--- config.mk ---
export PLATFORM = sky130hd
export DESIGN_NAME = gnss_timing_message_parser
export DESIGN_NICKNAME = d
export VERILOG_FILES = /design/src/gnss_timing_message_parser.v
export VERILOG_INCLUDE_DIRS = /design/src /design/src/common
export SDC_FILE = /design/constraint.sdc
export NUM_CORES = 1
export LEC_CHECK = 0
export BUFFER_PORTS_ARGS = -buffer_cell sky130_fd_sc_hd__buf_4
export CAP_MARGIN = 20
export CORE_MARGIN = 5
export CORE_UTILIZATION = 50
export CTS_BUF_LIST = sky130_fd_sc_hd__clkbuf_16
export CTS_CLUSTER_DIAMETER = 40
export DETAILED_ROUTE_END_ITERATION = 6
export HOLD_SLACK_MARGIN = 0.1
export PLACE_DENSITY = 0.72
export RECOVER_POWER = 25
export SYNTH_ARGS = -nofsm -noshare
export SYNTH_HDL_FRONTEND = slang
export SYNTH_SLANG_ARGS = --single-unit
--- constraint.sdc ---
create_clock -name core_clk -period 16.75 [get_ports core_clk]
set_input_delay 1.675 -clock core_clk [delete_from_list [all_inputs] [get_ports core_clk]]
set_output_delay 1.675 -clock core_clk [all_outputs]
set_load 0.05 [all_outputs]
--- src/common/gnss_timing_defines.vh ---
`ifndef GNSS_TIMING_DEFINES_VH
`define GNSS_TIMING_DEFINES_VH
// ==========================================================
// protocol select codes
`define PROTO_NMEA 3'h0
`define PROTO_BIN1 3'h1
`define PROTO_TIMING 3'h2
`define PROTO_ASCII 3'h3
// ==========================================================
// binary framing bytes and field positions
`define BIN_DLE 8'h10
`define BIN_ETX 8'h03
`define BIN_PKT_ID 8'hA1
`define BIN_SUB_ID 8'h00
`define BIN_IDX_ID 6'h01
`define BIN_IDX_SUB 6'h02
`define BIN_IDX_HOUR 6'h0C
`define BIN_IDX_MIN 6'h0D
`define BIN_IDX_SEC 6'h0E
`define BIN_IDX_MON 6'h0F
`define BIN_IDX_DAY 6'h10
`define BIN_IDX_YRH 6'h11
`define BIN_IDX_YRL 6'h12
`define BIN_IDX_OFFH 6'h16
`define BIN_IDX_OFFL 6'h17
`define BIN_IDX_CHK 6'h24
`define BIN_IDX_END 6'h25
// ==========================================================
// ascii sentence characters and field numbers
`define CH_START 8'h24
`define CH_COMMA 8'h2C
`define CH_STAR 8'h2A
`define TYPE_NONE 2'h0
`define TYPE_TL 2'h1
`define TYPE_ANT 2'h2
`define TYPE_JAM 2'h3
`define F_TL_DT 4'h2
`define F_TL_STAT 4'h3
`define F_TL_PLS 4'h5
`define F_TL_FLS 4'h6
`define F_ANT_RX 4'hA
`define F_JAM_TYPE 4'h2
`define F_JAM_LINES 4'h3
`define F_JAM_FREQ 4'h5
`define F_JAM_PEAK 4'h6
`define TSTAT_LS_FIX 2'h2
// ==========================================================
// leap window: constellation offset to tai and guard seconds
`define GPS_TO_TAI 16'h0013
`define LEAP_GUARD 6'h04
`endif

--- src/gnss_timing_message_parser.v ---
// Function
// - binary packet starts with 0x10, ends with 0x10 then 0x03
// - read signed 16-bit utc offset from the binary timing report
// - 3-bit protocol field: 0 nmea, 1 binary, 2 timing, 3 ascii
// - each ascii sentence type ignored when its disable bit is set
// - use binary report offset so local time runs on tai
// - use time-leap sentence offset to correct utc to tai
// - suppress adjustments 4s around leap midnight until offset updates
// - candidate leap instants are ends of 30 june and 31 december
// - tolerate repeated 59 or 58 to 0 without time jump
// - in ascii mode also accept standard nmea sentences
// - recognise start char, P, maker code, then sentence type
// - fields split on commas, asterisk ends last field
// - two hex characters after asterisk form the checksum
// - decode fourteen-digit date-time field of time-leap sentence
// - time status: 0 no fix, 1 leap unknown, 2 leap fixed
// - take present and future leap counts, ignore update and pps
// - receiver state bits 3:0 give antenna current state
// - receiver state bits 7:4 give spoofing indication
// - other antenna sentence fields are ignored
// - use jam type, line count, first jammer frequency and peak
`timescale 1ns/1ns
`include "gnss_timing_defines.vh"
module gnss_timing_message_parser
(
  // clock and reset
  input wire core_clk,
  input wire rst,
  // received bytes
  input wire [7:0] rx_byte,
  input wire rx_valid,
  // configuration
  input wire [2:0] protocol_sel,
  input wire disable_time_leap_sentence,
  input wire disable_antenna_sentence,
  input wire disable_jamming_sentence,
  // time of day
  output reg time_update_q,
  output reg [15:0] year_q,
  output reg [7:0] month_q,
  output reg [7:0] day_q,
  output reg [7:0] hour_q,
  output reg [7:0] minute_q,
  output reg [7:0] second_q,
  output reg [15:0] tai_offset_q,
  output reg adjust_inhibit_q,
  // leap and status
  output reg [1:0] time_status_q,
  output reg [7:0] present_leap_count_q,
  output reg [7:0] future_leap_count_q,
  output reg [3:0] antenna_state_q,
  output reg spoof_detect_q,
  output reg jam_glonass_q,
  output reg [7:0] total_output_lines_q,
  output reg [15:0] first_jammer_frequency_q,
  output reg [15:0] first_jammer_peak_q,
  // events and errors
  output reg nmea_sentence_q,
  output reg checksum_error_q,
  output reg protocol_illegal_q
);

  // ========================================================
  // helpers
  function [15:0] dec_push;
    input [15:0] val;
    input [7:0] ch;
    begin
      dec_push = (val << 3) + (val << 1) + {12'h000, ch[3:0]};
    end
  endfunction

  function [7:0] dec8;
    input [7:0] val;
    input [7:0] ch;
    begin
      dec8 = (val << 3) + (val << 1) + {4'h0, ch[3:0]};
    end
  endfunction

  localparam [23:0] maker_id = 24'h585956; // arbitrary value

  function [4:0] hex_val;
    input [7:0] ch;
    begin
      if (ch >= 8'h30 && ch <= 8'h39)
        hex_val = {1'b1, ch[3:0]};
      else if (ch >= 8'h41 && ch <= 8'h46)
        hex_val = {1'b1, ch[3:0] + 4'h9};
      else
        hex_val = 5'h00;
    end
  endfunction

  function leap_window;
    input [7:0] mo;
    input [7:0] dy;
    input [7:0] hr;
    input [7:0] mi;
    input [7:0] se;
    begin
      leap_window = (((mo == 8'h06 && dy == 8'h1E) ||
                      (mo == 8'h0C && dy == 8'h1F)) &&
                     hr == 8'h17 && mi == 8'h3B &&
                     se >= 8'h3C - {2'b00, `LEAP_GUARD}) ||
                    (((mo == 8'h07) || (mo == 8'h01)) && dy == 8'h01 &&
                     hr == 8'h00 && mi == 8'h00 &&
                     se <= {2'b00, `LEAP_GUARD});
    end
  endfunction

  // ========================================================
  // binary framing
  reg bin_active_q;
  reg bin_esc_q;
  reg [5:0] bin_idx_q;
  reg [7:0] bin_sum_q;
  reg [7:0] bin_chk_q;
  reg bin_hdr_q;
  reg [7:0] b_hour_q, b_min_q, b_sec_q, b_mon_q, b_day_q;
  reg [15:0] b_year_q, b_off_q;
  wire sel_bin = rx_valid && (protocol_sel == `PROTO_TIMING);
  wire is_dle = (rx_byte == `BIN_DLE);
  // doubled 0x10 is data, 0x10 0x03 closes the packet
  wire bin_take = sel_bin && bin_active_q &&
                  (bin_esc_q ? is_dle : !is_dle);
  wire bin_close = sel_bin && bin_active_q && bin_esc_q &&
                   (rx_byte == `BIN_ETX);
  wire bin_commit = bin_close && bin_hdr_q &&
                    (bin_idx_q == `BIN_IDX_END) &&
                    (bin_sum_q == bin_chk_q);

  // binary frame tracking
  always @(posedge core_clk or posedge rst)
  begin
    if (rst)
    begin
      bin_active_q <= 1'b0;
      bin_esc_q <= 1'b0;
      bin_idx_q <= 6'h00;
      bin_sum_q <= 8'h00;
    end
    else if (sel_bin)
    begin
      if (!bin_active_q)
      begin
        bin_active_q <= is_dle;
        bin_esc_q <= 1'b0;
        bin_idx_q <= 6'h01;
        bin_sum_q <= 8'h00;
      end
      else if (bin_take)
      begin
        bin_esc_q <= 1'b0;
        bin_idx_q <= (bin_idx_q == 6'h3F) ? bin_idx_q : bin_idx_q + 6'h01;
        if (bin_idx_q < `BIN_IDX_CHK)
          bin_sum_q <= bin_sum_q + rx_byte;
      end
      else if (!bin_esc_q)
        bin_esc_q <= 1'b1;
      else
        bin_active_q <= 1'b0; // close or broken escape
    end
  end

  // binary field capture, big endian
  always @(posedge core_clk or posedge rst)
  begin
    if (rst)
    begin
      bin_hdr_q <= 1'b0;
      bin_chk_q <= 8'h00;
      b_hour_q <= 8'h00;
      b_min_q <= 8'h00;
      b_sec_q <= 8'h00;
      b_mon_q <= 8'h00;
      b_day_q <= 8'h00;
      b_year_q <= 16'h0000;
      b_off_q <= 16'h0000;
    end
    else if (bin_take)
    begin
      if (bin_idx_q == `BIN_IDX_ID)
        bin_hdr_q <= (rx_byte == `BIN_PKT_ID);
      if (bin_idx_q == `BIN_IDX_SUB && rx_byte != `BIN_SUB_ID)
        bin_hdr_q <= 1'b0;
      if (bin_idx_q == `BIN_IDX_HOUR) b_hour_q <= rx_byte;
      if (bin_idx_q == `BIN_IDX_MIN) b_min_q <= rx_byte;
      if (bin_idx_q == `BIN_IDX_SEC) b_sec_q <= rx_byte;
      if (bin_idx_q == `BIN_IDX_MON) b_mon_q <= rx_byte;
      if (bin_idx_q == `BIN_IDX_DAY) b_day_q <= rx_byte;
      if (bin_idx_q == `BIN_IDX_YRH) b_year_q[15:8] <= rx_byte;
      if (bin_idx_q == `BIN_IDX_YRL) b_year_q[7:0] <= rx_byte;
      // signed 16-bit offset, constellation time minus utc
      if (bin_idx_q == `BIN_IDX_OFFH) b_off_q[15:8] <= rx_byte;
      if (bin_idx_q == `BIN_IDX_OFFL) b_off_q[7:0] <= rx_byte;
      if (bin_idx_q == `BIN_IDX_CHK) bin_chk_q <= rx_byte;
    end
  end

  // ========================================================
  // ascii sentence scanning
  reg a_active_q;
  reg [3:0] a_field_q;
  reg [4:0] a_pos_q;
  reg [7:0] a_xor_q;
  reg [1:0] a_type_q;
  reg a_hdr_q;
  reg a_nmea_q;
  reg a_ck_q;
  reg [3:0] a_ck_hi_q;
  reg a_neg_q;
  reg [15:0] a_acc_q;
  reg [15:0] s_year_q;
  reg [7:0] s_mon_q, s_day_q, s_hour_q, s_min_q, s_sec_q;
  reg [1:0] s_stat_q;
  reg [7:0] s_pls_q, s_fls_q, s_rx_q, s_lines_q;
  reg s_glo_q;
  reg [15:0] s_freq_q, s_peak_q;
  wire sel_asc = rx_valid && (protocol_sel == `PROTO_ASCII);
  wire is_digit = (rx_byte >= 8'h30) && (rx_byte <= 8'h39);
  wire [4:0] hex_nib = hex_val(rx_byte);
  wire [15:0] acc_pos = dec_push(a_acc_q, rx_byte);
  wire [7:0] acc_sgn = a_neg_q ? 8'h00 - a_acc_q[7:0] : a_acc_q[7:0];
  wire field_end = sel_asc && a_active_q && !a_ck_q &&
                   (rx_byte == `CH_COMMA || rx_byte == `CH_STAR);
  // second hex character completes the checksum
  wire ck_done = sel_asc && a_active_q && a_ck_q && a_pos_q[0] &&
                 hex_nib[4];
  wire ck_good = ck_done && ({a_ck_hi_q, hex_nib[3:0]} == a_xor_q);
  wire type_off = (a_type_q == `TYPE_TL && disable_time_leap_sentence) ||
                  (a_type_q == `TYPE_ANT && disable_antenna_sentence) ||
                  (a_type_q == `TYPE_JAM && disable_jamming_sentence);
  // unknown maker or type never commits
  wire asc_commit = ck_good && a_hdr_q && (a_type_q != `TYPE_NONE) &&
                    !type_off;
  wire tl_commit = asc_commit && (a_type_q == `TYPE_TL);

  // sentence framing and checksum
  always @(posedge core_clk or posedge rst)
  begin
    if (rst)
    begin
      a_active_q <= 1'b0;
      a_field_q <= 4'h0;
      a_pos_q <= 5'h00;
      a_xor_q <= 8'h00;
      a_type_q <= `TYPE_NONE;
      a_hdr_q <= 1'b0;
      a_nmea_q <= 1'b0;
      a_ck_q <= 1'b0;
      a_ck_hi_q <= 4'h0;
    end
    else if (sel_asc)
    begin
      if (rx_byte == `CH_START)
      begin
        a_active_q <= 1'b1;
        a_field_q <= 4'h0;
        a_pos_q <= 5'h00;
        a_xor_q <= 8'h00;
        a_type_q <= `TYPE_NONE;
        a_hdr_q <= 1'b1;
        a_nmea_q <= 1'b0;
        a_ck_q <= 1'b0;
      end
      else if (a_active_q && a_ck_q)
      begin
        // two hex digits, bad digit drops
        a_ck_hi_q <= hex_nib[3:0];
        a_pos_q <= a_pos_q + 5'h01;
        if (!hex_nib[4] || a_pos_q[0])
          a_active_q <= 1'b0;
      end
      else if (a_active_q)
      begin
        // comma splits fields, asterisk ends the last
        if (rx_byte == `CH_STAR)
        begin
          a_ck_q <= 1'b1;
          a_pos_q <= 5'h00;
        end
        else
        begin
          a_xor_q <= a_xor_q ^ rx_byte;
          if (rx_byte == `CH_COMMA)
          begin
            a_field_q <= (a_field_q == 4'hF) ? a_field_q : a_field_q + 4'h1;
            a_pos_q <= 5'h00;
          end
          else
            a_pos_q <= (a_pos_q == 5'h1F) ? a_pos_q : a_pos_q + 5'h01;
        end
        // proprietary id, maker code, then sentence type
        if (a_field_q == 4'h0)
        begin
          if (a_pos_q == 5'h00 && rx_byte == 8'h47)
            a_nmea_q <= 1'b1;
          if ((a_pos_q == 5'h00 && rx_byte != 8'h50) ||
              (a_pos_q == 5'h01 && rx_byte != maker_id[23:16]) ||
              (a_pos_q == 5'h02 && rx_byte != maker_id[15:8]) ||
              (a_pos_q == 5'h03 && rx_byte != maker_id[7:0]) ||
              (a_pos_q == 5'h04 && rx_byte != 8'h43) ||
              (a_pos_q == 5'h05 && rx_byte != 8'h52) ||
              (a_pos_q == 5'h07 && rx_byte != `CH_COMMA))
            a_hdr_q <= 1'b0;
          if (a_pos_q == 5'h06)
            a_type_q <= (rx_byte == 8'h57) ? `TYPE_TL :
                        (rx_byte == 8'h59) ? `TYPE_ANT :
                        (rx_byte == 8'h4A) ? `TYPE_JAM : `TYPE_NONE;
        end
      end
    end
  end

  // field values into shadow registers
  always @(posedge core_clk or posedge rst)
  begin
    if (rst)
    begin
      a_acc_q <= 16'h0000;
      a_neg_q <= 1'b0;
      s_year_q <= 16'h0000;
      s_mon_q <= 8'h00;
      s_day_q <= 8'h00;
      s_hour_q <= 8'h00;
      s_min_q <= 8'h00;
      s_sec_q <= 8'h00;
      s_stat_q <= 2'h0;
      s_pls_q <= 8'h00;
      s_fls_q <= 8'h00;
      s_rx_q <= 8'h00;
      s_lines_q <= 8'h00;
      s_glo_q <= 1'b0;
      s_freq_q <= 16'h0000;
      s_peak_q <= 16'h0000;
    end
    else if (field_end || (sel_asc && rx_byte == `CH_START))
    begin
      a_acc_q <= 16'h0000;
      a_neg_q <= 1'b0;
      if (field_end && a_type_q == `TYPE_TL)
      begin
        if (a_field_q == `F_TL_STAT) s_stat_q <= a_acc_q[1:0];
        if (a_field_q == `F_TL_PLS) s_pls_q <= acc_sgn;
        if (a_field_q == `F_TL_FLS) s_fls_q <= acc_sgn;
      end
      // state word, other antenna fields skipped
      if (field_end && a_type_q == `TYPE_ANT && a_field_q == `F_ANT_RX)
        s_rx_q <= a_acc_q[7:0];
      if (field_end && a_type_q == `TYPE_JAM)
      begin
        // lines, first jammer frequency and peak only
        if (a_field_q == `F_JAM_LINES) s_lines_q <= a_acc_q[7:0];
        if (a_field_q == `F_JAM_FREQ) s_freq_q <= a_acc_q;
        if (a_field_q == `F_JAM_PEAK) s_peak_q <= a_acc_q;
      end
    end
    else if (sel_asc && a_active_q && !a_ck_q)
    begin
      if (rx_byte == 8'h2D)
        a_neg_q <= 1'b1;
      else if (is_digit)
        a_acc_q <= acc_pos;
      // jam type letter: second char L means glonass
      if (a_type_q == `TYPE_JAM && a_field_q == `F_JAM_TYPE &&
          a_pos_q == 5'h01)
        s_glo_q <= (rx_byte == 8'h4C);
      if (a_type_q == `TYPE_TL && a_field_q == `F_TL_DT && is_digit)
      begin
        if (a_pos_q < 5'h04) s_year_q <= dec_push(s_year_q, rx_byte);
        else if (a_pos_q < 5'h06)
          s_mon_q <= dec8(s_mon_q, rx_byte);
        else if (a_pos_q < 5'h08)
          s_day_q <= dec8(s_day_q, rx_byte);
        else if (a_pos_q < 5'h0A)
          s_hour_q <= dec8(s_hour_q, rx_byte);
        else if (a_pos_q < 5'h0C)
          s_min_q <= dec8(s_min_q, rx_byte);
        else if (a_pos_q < 5'h0E)
          s_sec_q <= dec8(s_sec_q, rx_byte);
      end
      if (a_type_q == `TYPE_TL && a_field_q == `F_TL_DT && a_pos_q == 5'h00)
      begin
        s_year_q <= {12'h000, rx_byte[3:0]};
        s_mon_q <= 8'h00;
        s_day_q <= 8'h00;
        s_hour_q <= 8'h00;
        s_min_q <= 8'h00;
        s_sec_q <= 8'h00;
      end
    end
  end

  // ========================================================
  // common time commit and leap window
  reg win_q;
  reg [15:0] win_off_q;
  wire tm_load = bin_commit || tl_commit;
  wire [7:0] n_mon = bin_commit ? b_mon_q : s_mon_q;
  wire [7:0] n_day = bin_commit ? b_day_q : s_day_q;
  wire [7:0] n_hour = bin_commit ? b_hour_q : s_hour_q;
  wire [7:0] n_min = bin_commit ? b_min_q : s_min_q;
  wire [7:0] n_sec = bin_commit ? b_sec_q : s_sec_q;
  // tai offset is field plus gps-to-tai
  wire off_load = bin_commit || (tl_commit && s_stat_q == `TSTAT_LS_FIX);
  wire [15:0] n_off = (bin_commit ? b_off_q : {{8{s_pls_q[7]}}, s_pls_q}) +
                      `GPS_TO_TAI;
  wire [15:0] off_now = off_load ? n_off : tai_offset_q;
  wire n_win = leap_window(n_mon, n_day, n_hour, n_min, n_sec);

  // time of day, offset and adjustment inhibit
  always @(posedge core_clk or posedge rst)
  begin
    if (rst)
    begin
      time_update_q <= 1'b0;
      year_q <= 16'h0000;
      month_q <= 8'h00;
      day_q <= 8'h00;
      hour_q <= 8'h00;
      minute_q <= 8'h00;
      second_q <= 8'h00;
      tai_offset_q <= 16'h0000;
      adjust_inhibit_q <= 1'b0;
      win_q <= 1'b0;
      win_off_q <= 16'h0000;
    end
    else
    begin
      time_update_q <= tm_load;
      if (off_load)
        tai_offset_q <= n_off;
      if (tm_load)
      begin
        year_q <= bin_commit ? b_year_q : s_year_q;
        month_q <= n_mon;
        day_q <= n_day;
        hour_q <= n_hour;
        minute_q <= n_min;
        second_q <= n_sec;
        win_q <= n_win;
        if (n_win && !win_q)
          win_off_q <= tai_offset_q;
        // hold in window until offset changes
        adjust_inhibit_q <= n_win &&
                            (!win_q || off_now == win_off_q);
      end
    end
  end

  // status from time-leap, antenna and jamming sentences
  always @(posedge core_clk or posedge rst)
  begin
    if (rst)
    begin
      time_status_q <= 2'h0;
      present_leap_count_q <= 8'h00;
      future_leap_count_q <= 8'h00;
      antenna_state_q <= 4'h0;
      spoof_detect_q <= 1'b0;
      jam_glonass_q <= 1'b0;
      total_output_lines_q <= 8'h00;
      first_jammer_frequency_q <= 16'h0000;
      first_jammer_peak_q <= 16'h0000;
      nmea_sentence_q <= 1'b0;
      checksum_error_q <= 1'b0;
      protocol_illegal_q <= 1'b0;
    end
    else
    begin
      // codes above the ascii protocol are illegal
      protocol_illegal_q <= (protocol_sel > `PROTO_ASCII);
      checksum_error_q <= (ck_done && !ck_good) ||
                          (bin_close && bin_hdr_q && !bin_commit);
      nmea_sentence_q <= ck_good && a_nmea_q;
      if (tl_commit)
      begin
        time_status_q <= s_stat_q;
        present_leap_count_q <= s_pls_q;
        future_leap_count_q <= s_fls_q;
      end
      if (asc_commit && a_type_q == `TYPE_ANT)
      begin
        antenna_state_q <= s_rx_q[3:0];
        spoof_detect_q <= (s_rx_q[7:4] != 4'h0);
      end
      if (asc_commit && a_type_q == `TYPE_JAM)
      begin
        jam_glonass_q <= s_glo_q;
        total_output_lines_q <= s_lines_q;
        first_jammer_frequency_q <= s_freq_q;
        first_jammer_peak_q <= s_peak_q;
      end
    end
  end

endmodule

==> reports/qor.yml <==
detailed_routing:
  num_vias: 16895
  antenna_left: 0
  wirelength_um: 59200
  drtIter0Drc: 1239
  vias_per_cell: 5.79
  wl_per_cell_um: 20.3
  drc: 0
  drtPass1Iterations: 6
layout:
  regArea_um2: 10600
  fill_cells: 3749
  fin_nets: 2436
  diodes: 0
  multi_input_area_um2: 11200
  final_layout_size_suffix_gt1_share_pct: 15.8
  synthToLayoutAreaGrowth_pct: 15.6
synthesis:
  synth.yosys.seq_area_share_pct: 46.9
  synth-edff-count: 0
  ys_warn_count: 0
  synth-seq-cells: 422
  synthDistinctLibCells: 85
  syn_nets: 2287
  async_flop_share_pct: 100
  postSynthAreaPerCell_um2: 10.6
  synth_ff_type: "dfrtp_1"
  synthCells: 2126
  synth_area_um2: 22500
setup_path:
  r2r-start: "bin_idx_q[2]$_DFFE_PP0P_"
  cp_max_fo: 125
  worstSetupPathType: "in -> async"
  reg2reg_depth: 16
  cp.arrival_ns: 7.76
  critPathLaunchType: "input port"
  worstSetupEndpointType: "asynchronous set/reset pin"
  startpoint: "rst"
  required_ns: 17.50
clock_tree:
  clk_path_buf_depth: 3
  cts_hold_buf: 0
  tritoncts: "built"
  cts-htree-levels: 3
  cts_resized: 0
  path_clk_slew_ns: 0.05
  cts_buffers: 68
  root_buffer: "clkbuf_16"
  clkLatencyLatePin_ns: 0.60
  cts_setup_buffers: 0
  cts_sinks: 422
timing:
  fin_tns_setup_ns: 0
  slew_headroom_pct: -273
  rsz0062_at_grt: "false"
  fin_skew_ns: 0.0260
  period_needed_ns: 7.01
  fin_crit_sh_pct: 41.9
  drv_slew: 126
  final-hold-violation-count: 0
  tightestPinTransition_ns: 5.59
  holdWs_ns: 0.476
  setup_viol: 0
  fmax_ghz: 0.143
floorplanning:
  fp.dieW_um: 222
  fp-row-count: 77
  core_area_um2: 44300
  fp.dieArea_um2: 49300
  fp.dieH_um: 222
  start_util_pct: 50.8
  io_pins: 158
min_path:
  hp-start: "s_fls_q[7]$_DFFE_PP0P_"
  hp-class: "reg -> reg"
  min_path_cells: 2
grt:
  antenna_found_initial: 0
  grt_overflow_total: 0
  grt_pass1_vias: 17518
  grt_pass1_wl_um: 96300
  grt_start_max_net_pins: 126
  track_usage_pct: 23.8
place:
  portBuffers: 157
  place_congestion: 0.911
  dp_hpwl_um: 40500
pwr:
  cellLeakagePower_nw: 12.5
  peakVddDrop_uv: 87.2
  cellPowerDensity_nw_per_um2: 95.5
run:
  maxCapViolCount: 1
outcome:
  failed_checks: "capacitance limit, slew limit"
  status: "finished, violations left"
==> placed cells by master, fill, tap and decap left out, types with 6 or more instances in the layout <==
cell type | netlist | routed
dfrtp_1 | 422 | 422
nand2_1 | 205 | 205
mux2_2 | 170 | 170
nor2_1 | 141 | 141
o21ai_0 | 138 | 138
ha_1 | 129 | 129
clkbuf_1 | 73 | 122
a21oi_1 | 119 | 119
inv_1 | 86 | 93
mux2i_1 | 78 | 78
xnor2_1 | 72 | 72
clkbuf_16 | 0 | 69
nand3_1 | 66 | 65
buf_4 | 4 | 51
xor2_1 | 48 | 48
nand4_1 | 28 | 28
nor3_1 | 23 | 23
o31ai_1 | 20 | 20
inv_6 | 0 | 19
and3_1 | 17 | 17
nor4_1 | 18 | 17
a21o_1 | 15 | 15
mux2_1 | 15 | 15
fa_1 | 15 | 15
nand2b_1 | 12 | 12
nor2b_1 | 13 | 12
a211oi_1 | 12 | 12
and2_1 | 11 | 11
o21bai_1 | 11 | 11
o21ai_1 | 11 | 11
o211ai_1 | 11 | 11
nor3b_1 | 7 | 7
nand3b_1 | 7 | 7
a22o_1 | 7 | 7
inv_8 | 0 | 7
or3_1 | 6 | 6
==> report_power, final <==
group / leakage, nW / total, mW / internal [mW] / switching, mW
clock network: 1.13 / 1.38 / 0.838 / 0.547
registers: 5.64 / 1.03 / 1.02 / 0.00304
logic: 5.77 / 0.0738 / 0.0200 / 0.0538
==> registers in the layout, indices dropped and copies added (netlist names), 16 cells and up <==
| signal | count |
|---|---|
| b_year_q | 16 |
| first_jammer_peak_q | 16 |
| b_off_q | 16 |
| a_acc_q | 16 |
| s_peak_q | 16 |
| first_jammer_frequency_q | 16 |
| s_year_q | 16 |
| year_q | 16 |
| tai_offset_q | 16 |
| win_off_q | 16 |
| s_freq_q | 16 |
==> through the flow <==
step           cell area, um^2  worst slack, ns  instances  power (mW)  utilization (%)
6_report                 26000             9.74       2919        2.48             58.7
3_3_place_gp             24200            10.38       2793        1.11             54.5
3_5_place_dp             24200            10.14       2793        1.12             54.5
2_1_floorplan            22500             3.33       2126        1.09                -
5_1_grt                  26000             8.49       2919        2.57             58.7
4_1_cts                  26400            10.74       2915        2.51             59.6
==> critical path, stage by stage <==
cell	delay, ns
clkbuf_4	0.11
clkinvlp_2	3.03
buf_4	1.13
buf_4	0.82
buf_4	0.50
buf_16	0.30
==> kinds of logic (layout without fill, tap and decap cells) <==
family                     after synthesis  count (layout)  synth area share, %
muxes                                  264             264                 12.8
adders and majority gates              144             144                 8.51
xor gates and xnor gates               121             121                 4.77
AOI/OAI and AO/OA                      400             400                 10.8
buffers and inverters                  185             386                 3.32
DFF                                    422             422                 46.9
and+or+nand+nor                        590             590                 12.9
==> synthesized netlist by cell type, types with 13 or more instances <==
library cell    n  share of area (%)
nor3_1         23               0.51
nor2b_1        13               0.36
nor4_1         18               0.50
xnor2_1        72                2.8
buf_2          16               0.36
fa_1           15                1.3
a21o_1         15               0.50
inv_1          86                1.4
o31ai_1        20               0.67
o21ai_0       138                3.1
mux2_1         15               0.75
clkbuf_1       73                1.2
and3_1         17               0.47
mux2_2        170                8.5
nand4_1        28               0.78
nor2_1        141                2.4
nand2_1       205                3.4
dfrtp_1       422                 47
mux2i_1        78                3.5
nand3_1        66                1.5
ha_1          129                7.2
a21oi_1       119                2.6
xor2_1         48                1.9
==> final timing paths <==
| kind | end | slack (ns) |
|---|---|---|
| setup reg to reg | adjust_inhibit_q$_DFFE_PP0P_ | 12.04 |
| hold reg to reg | s_fls_q[7]$_DFFE_PP0P_ | 0.48 |
| max in group core_clk | win_off_q[11]$_DFFE_PP0P_ | 10.69 |
| hold / removal | s_fls_q[7]$_DFFE_PP0P_ | 0.48 |
| min in group asynchronous | protocol_illegal_q$_DFF_PP0_ | 2.77 |
| setup / recovery | s_sec_q[4]$_DFFE_PP0P_ | 9.74 |
==> area by class of cell <==
class | instances | share of cell area, %
Multi-Input combinational cell | 1519 | 43.2
Sequential cell | 422 | 40.6
Clock buffer | 69 | 6.64
Timing Repair Buffer | 178 | 3.47
Tap cell | 592 | 2.85
Clock inverter | 53 | 2.01
Inverter | 86 | 1.25
==> per-layer routing <==
metal / share of wire, % / vias up / track usage [%]
li1: - / 7873 / -
met1: 43 / 8432 / 32.0
met2: 49 / 484 / 39.6
met3: 5.3 / 106 / 4.04
met4: 2.5 / 0 / 7.95
met5: 0 / - / 0
Note: power is estimated with default switching activity, not from simulation.
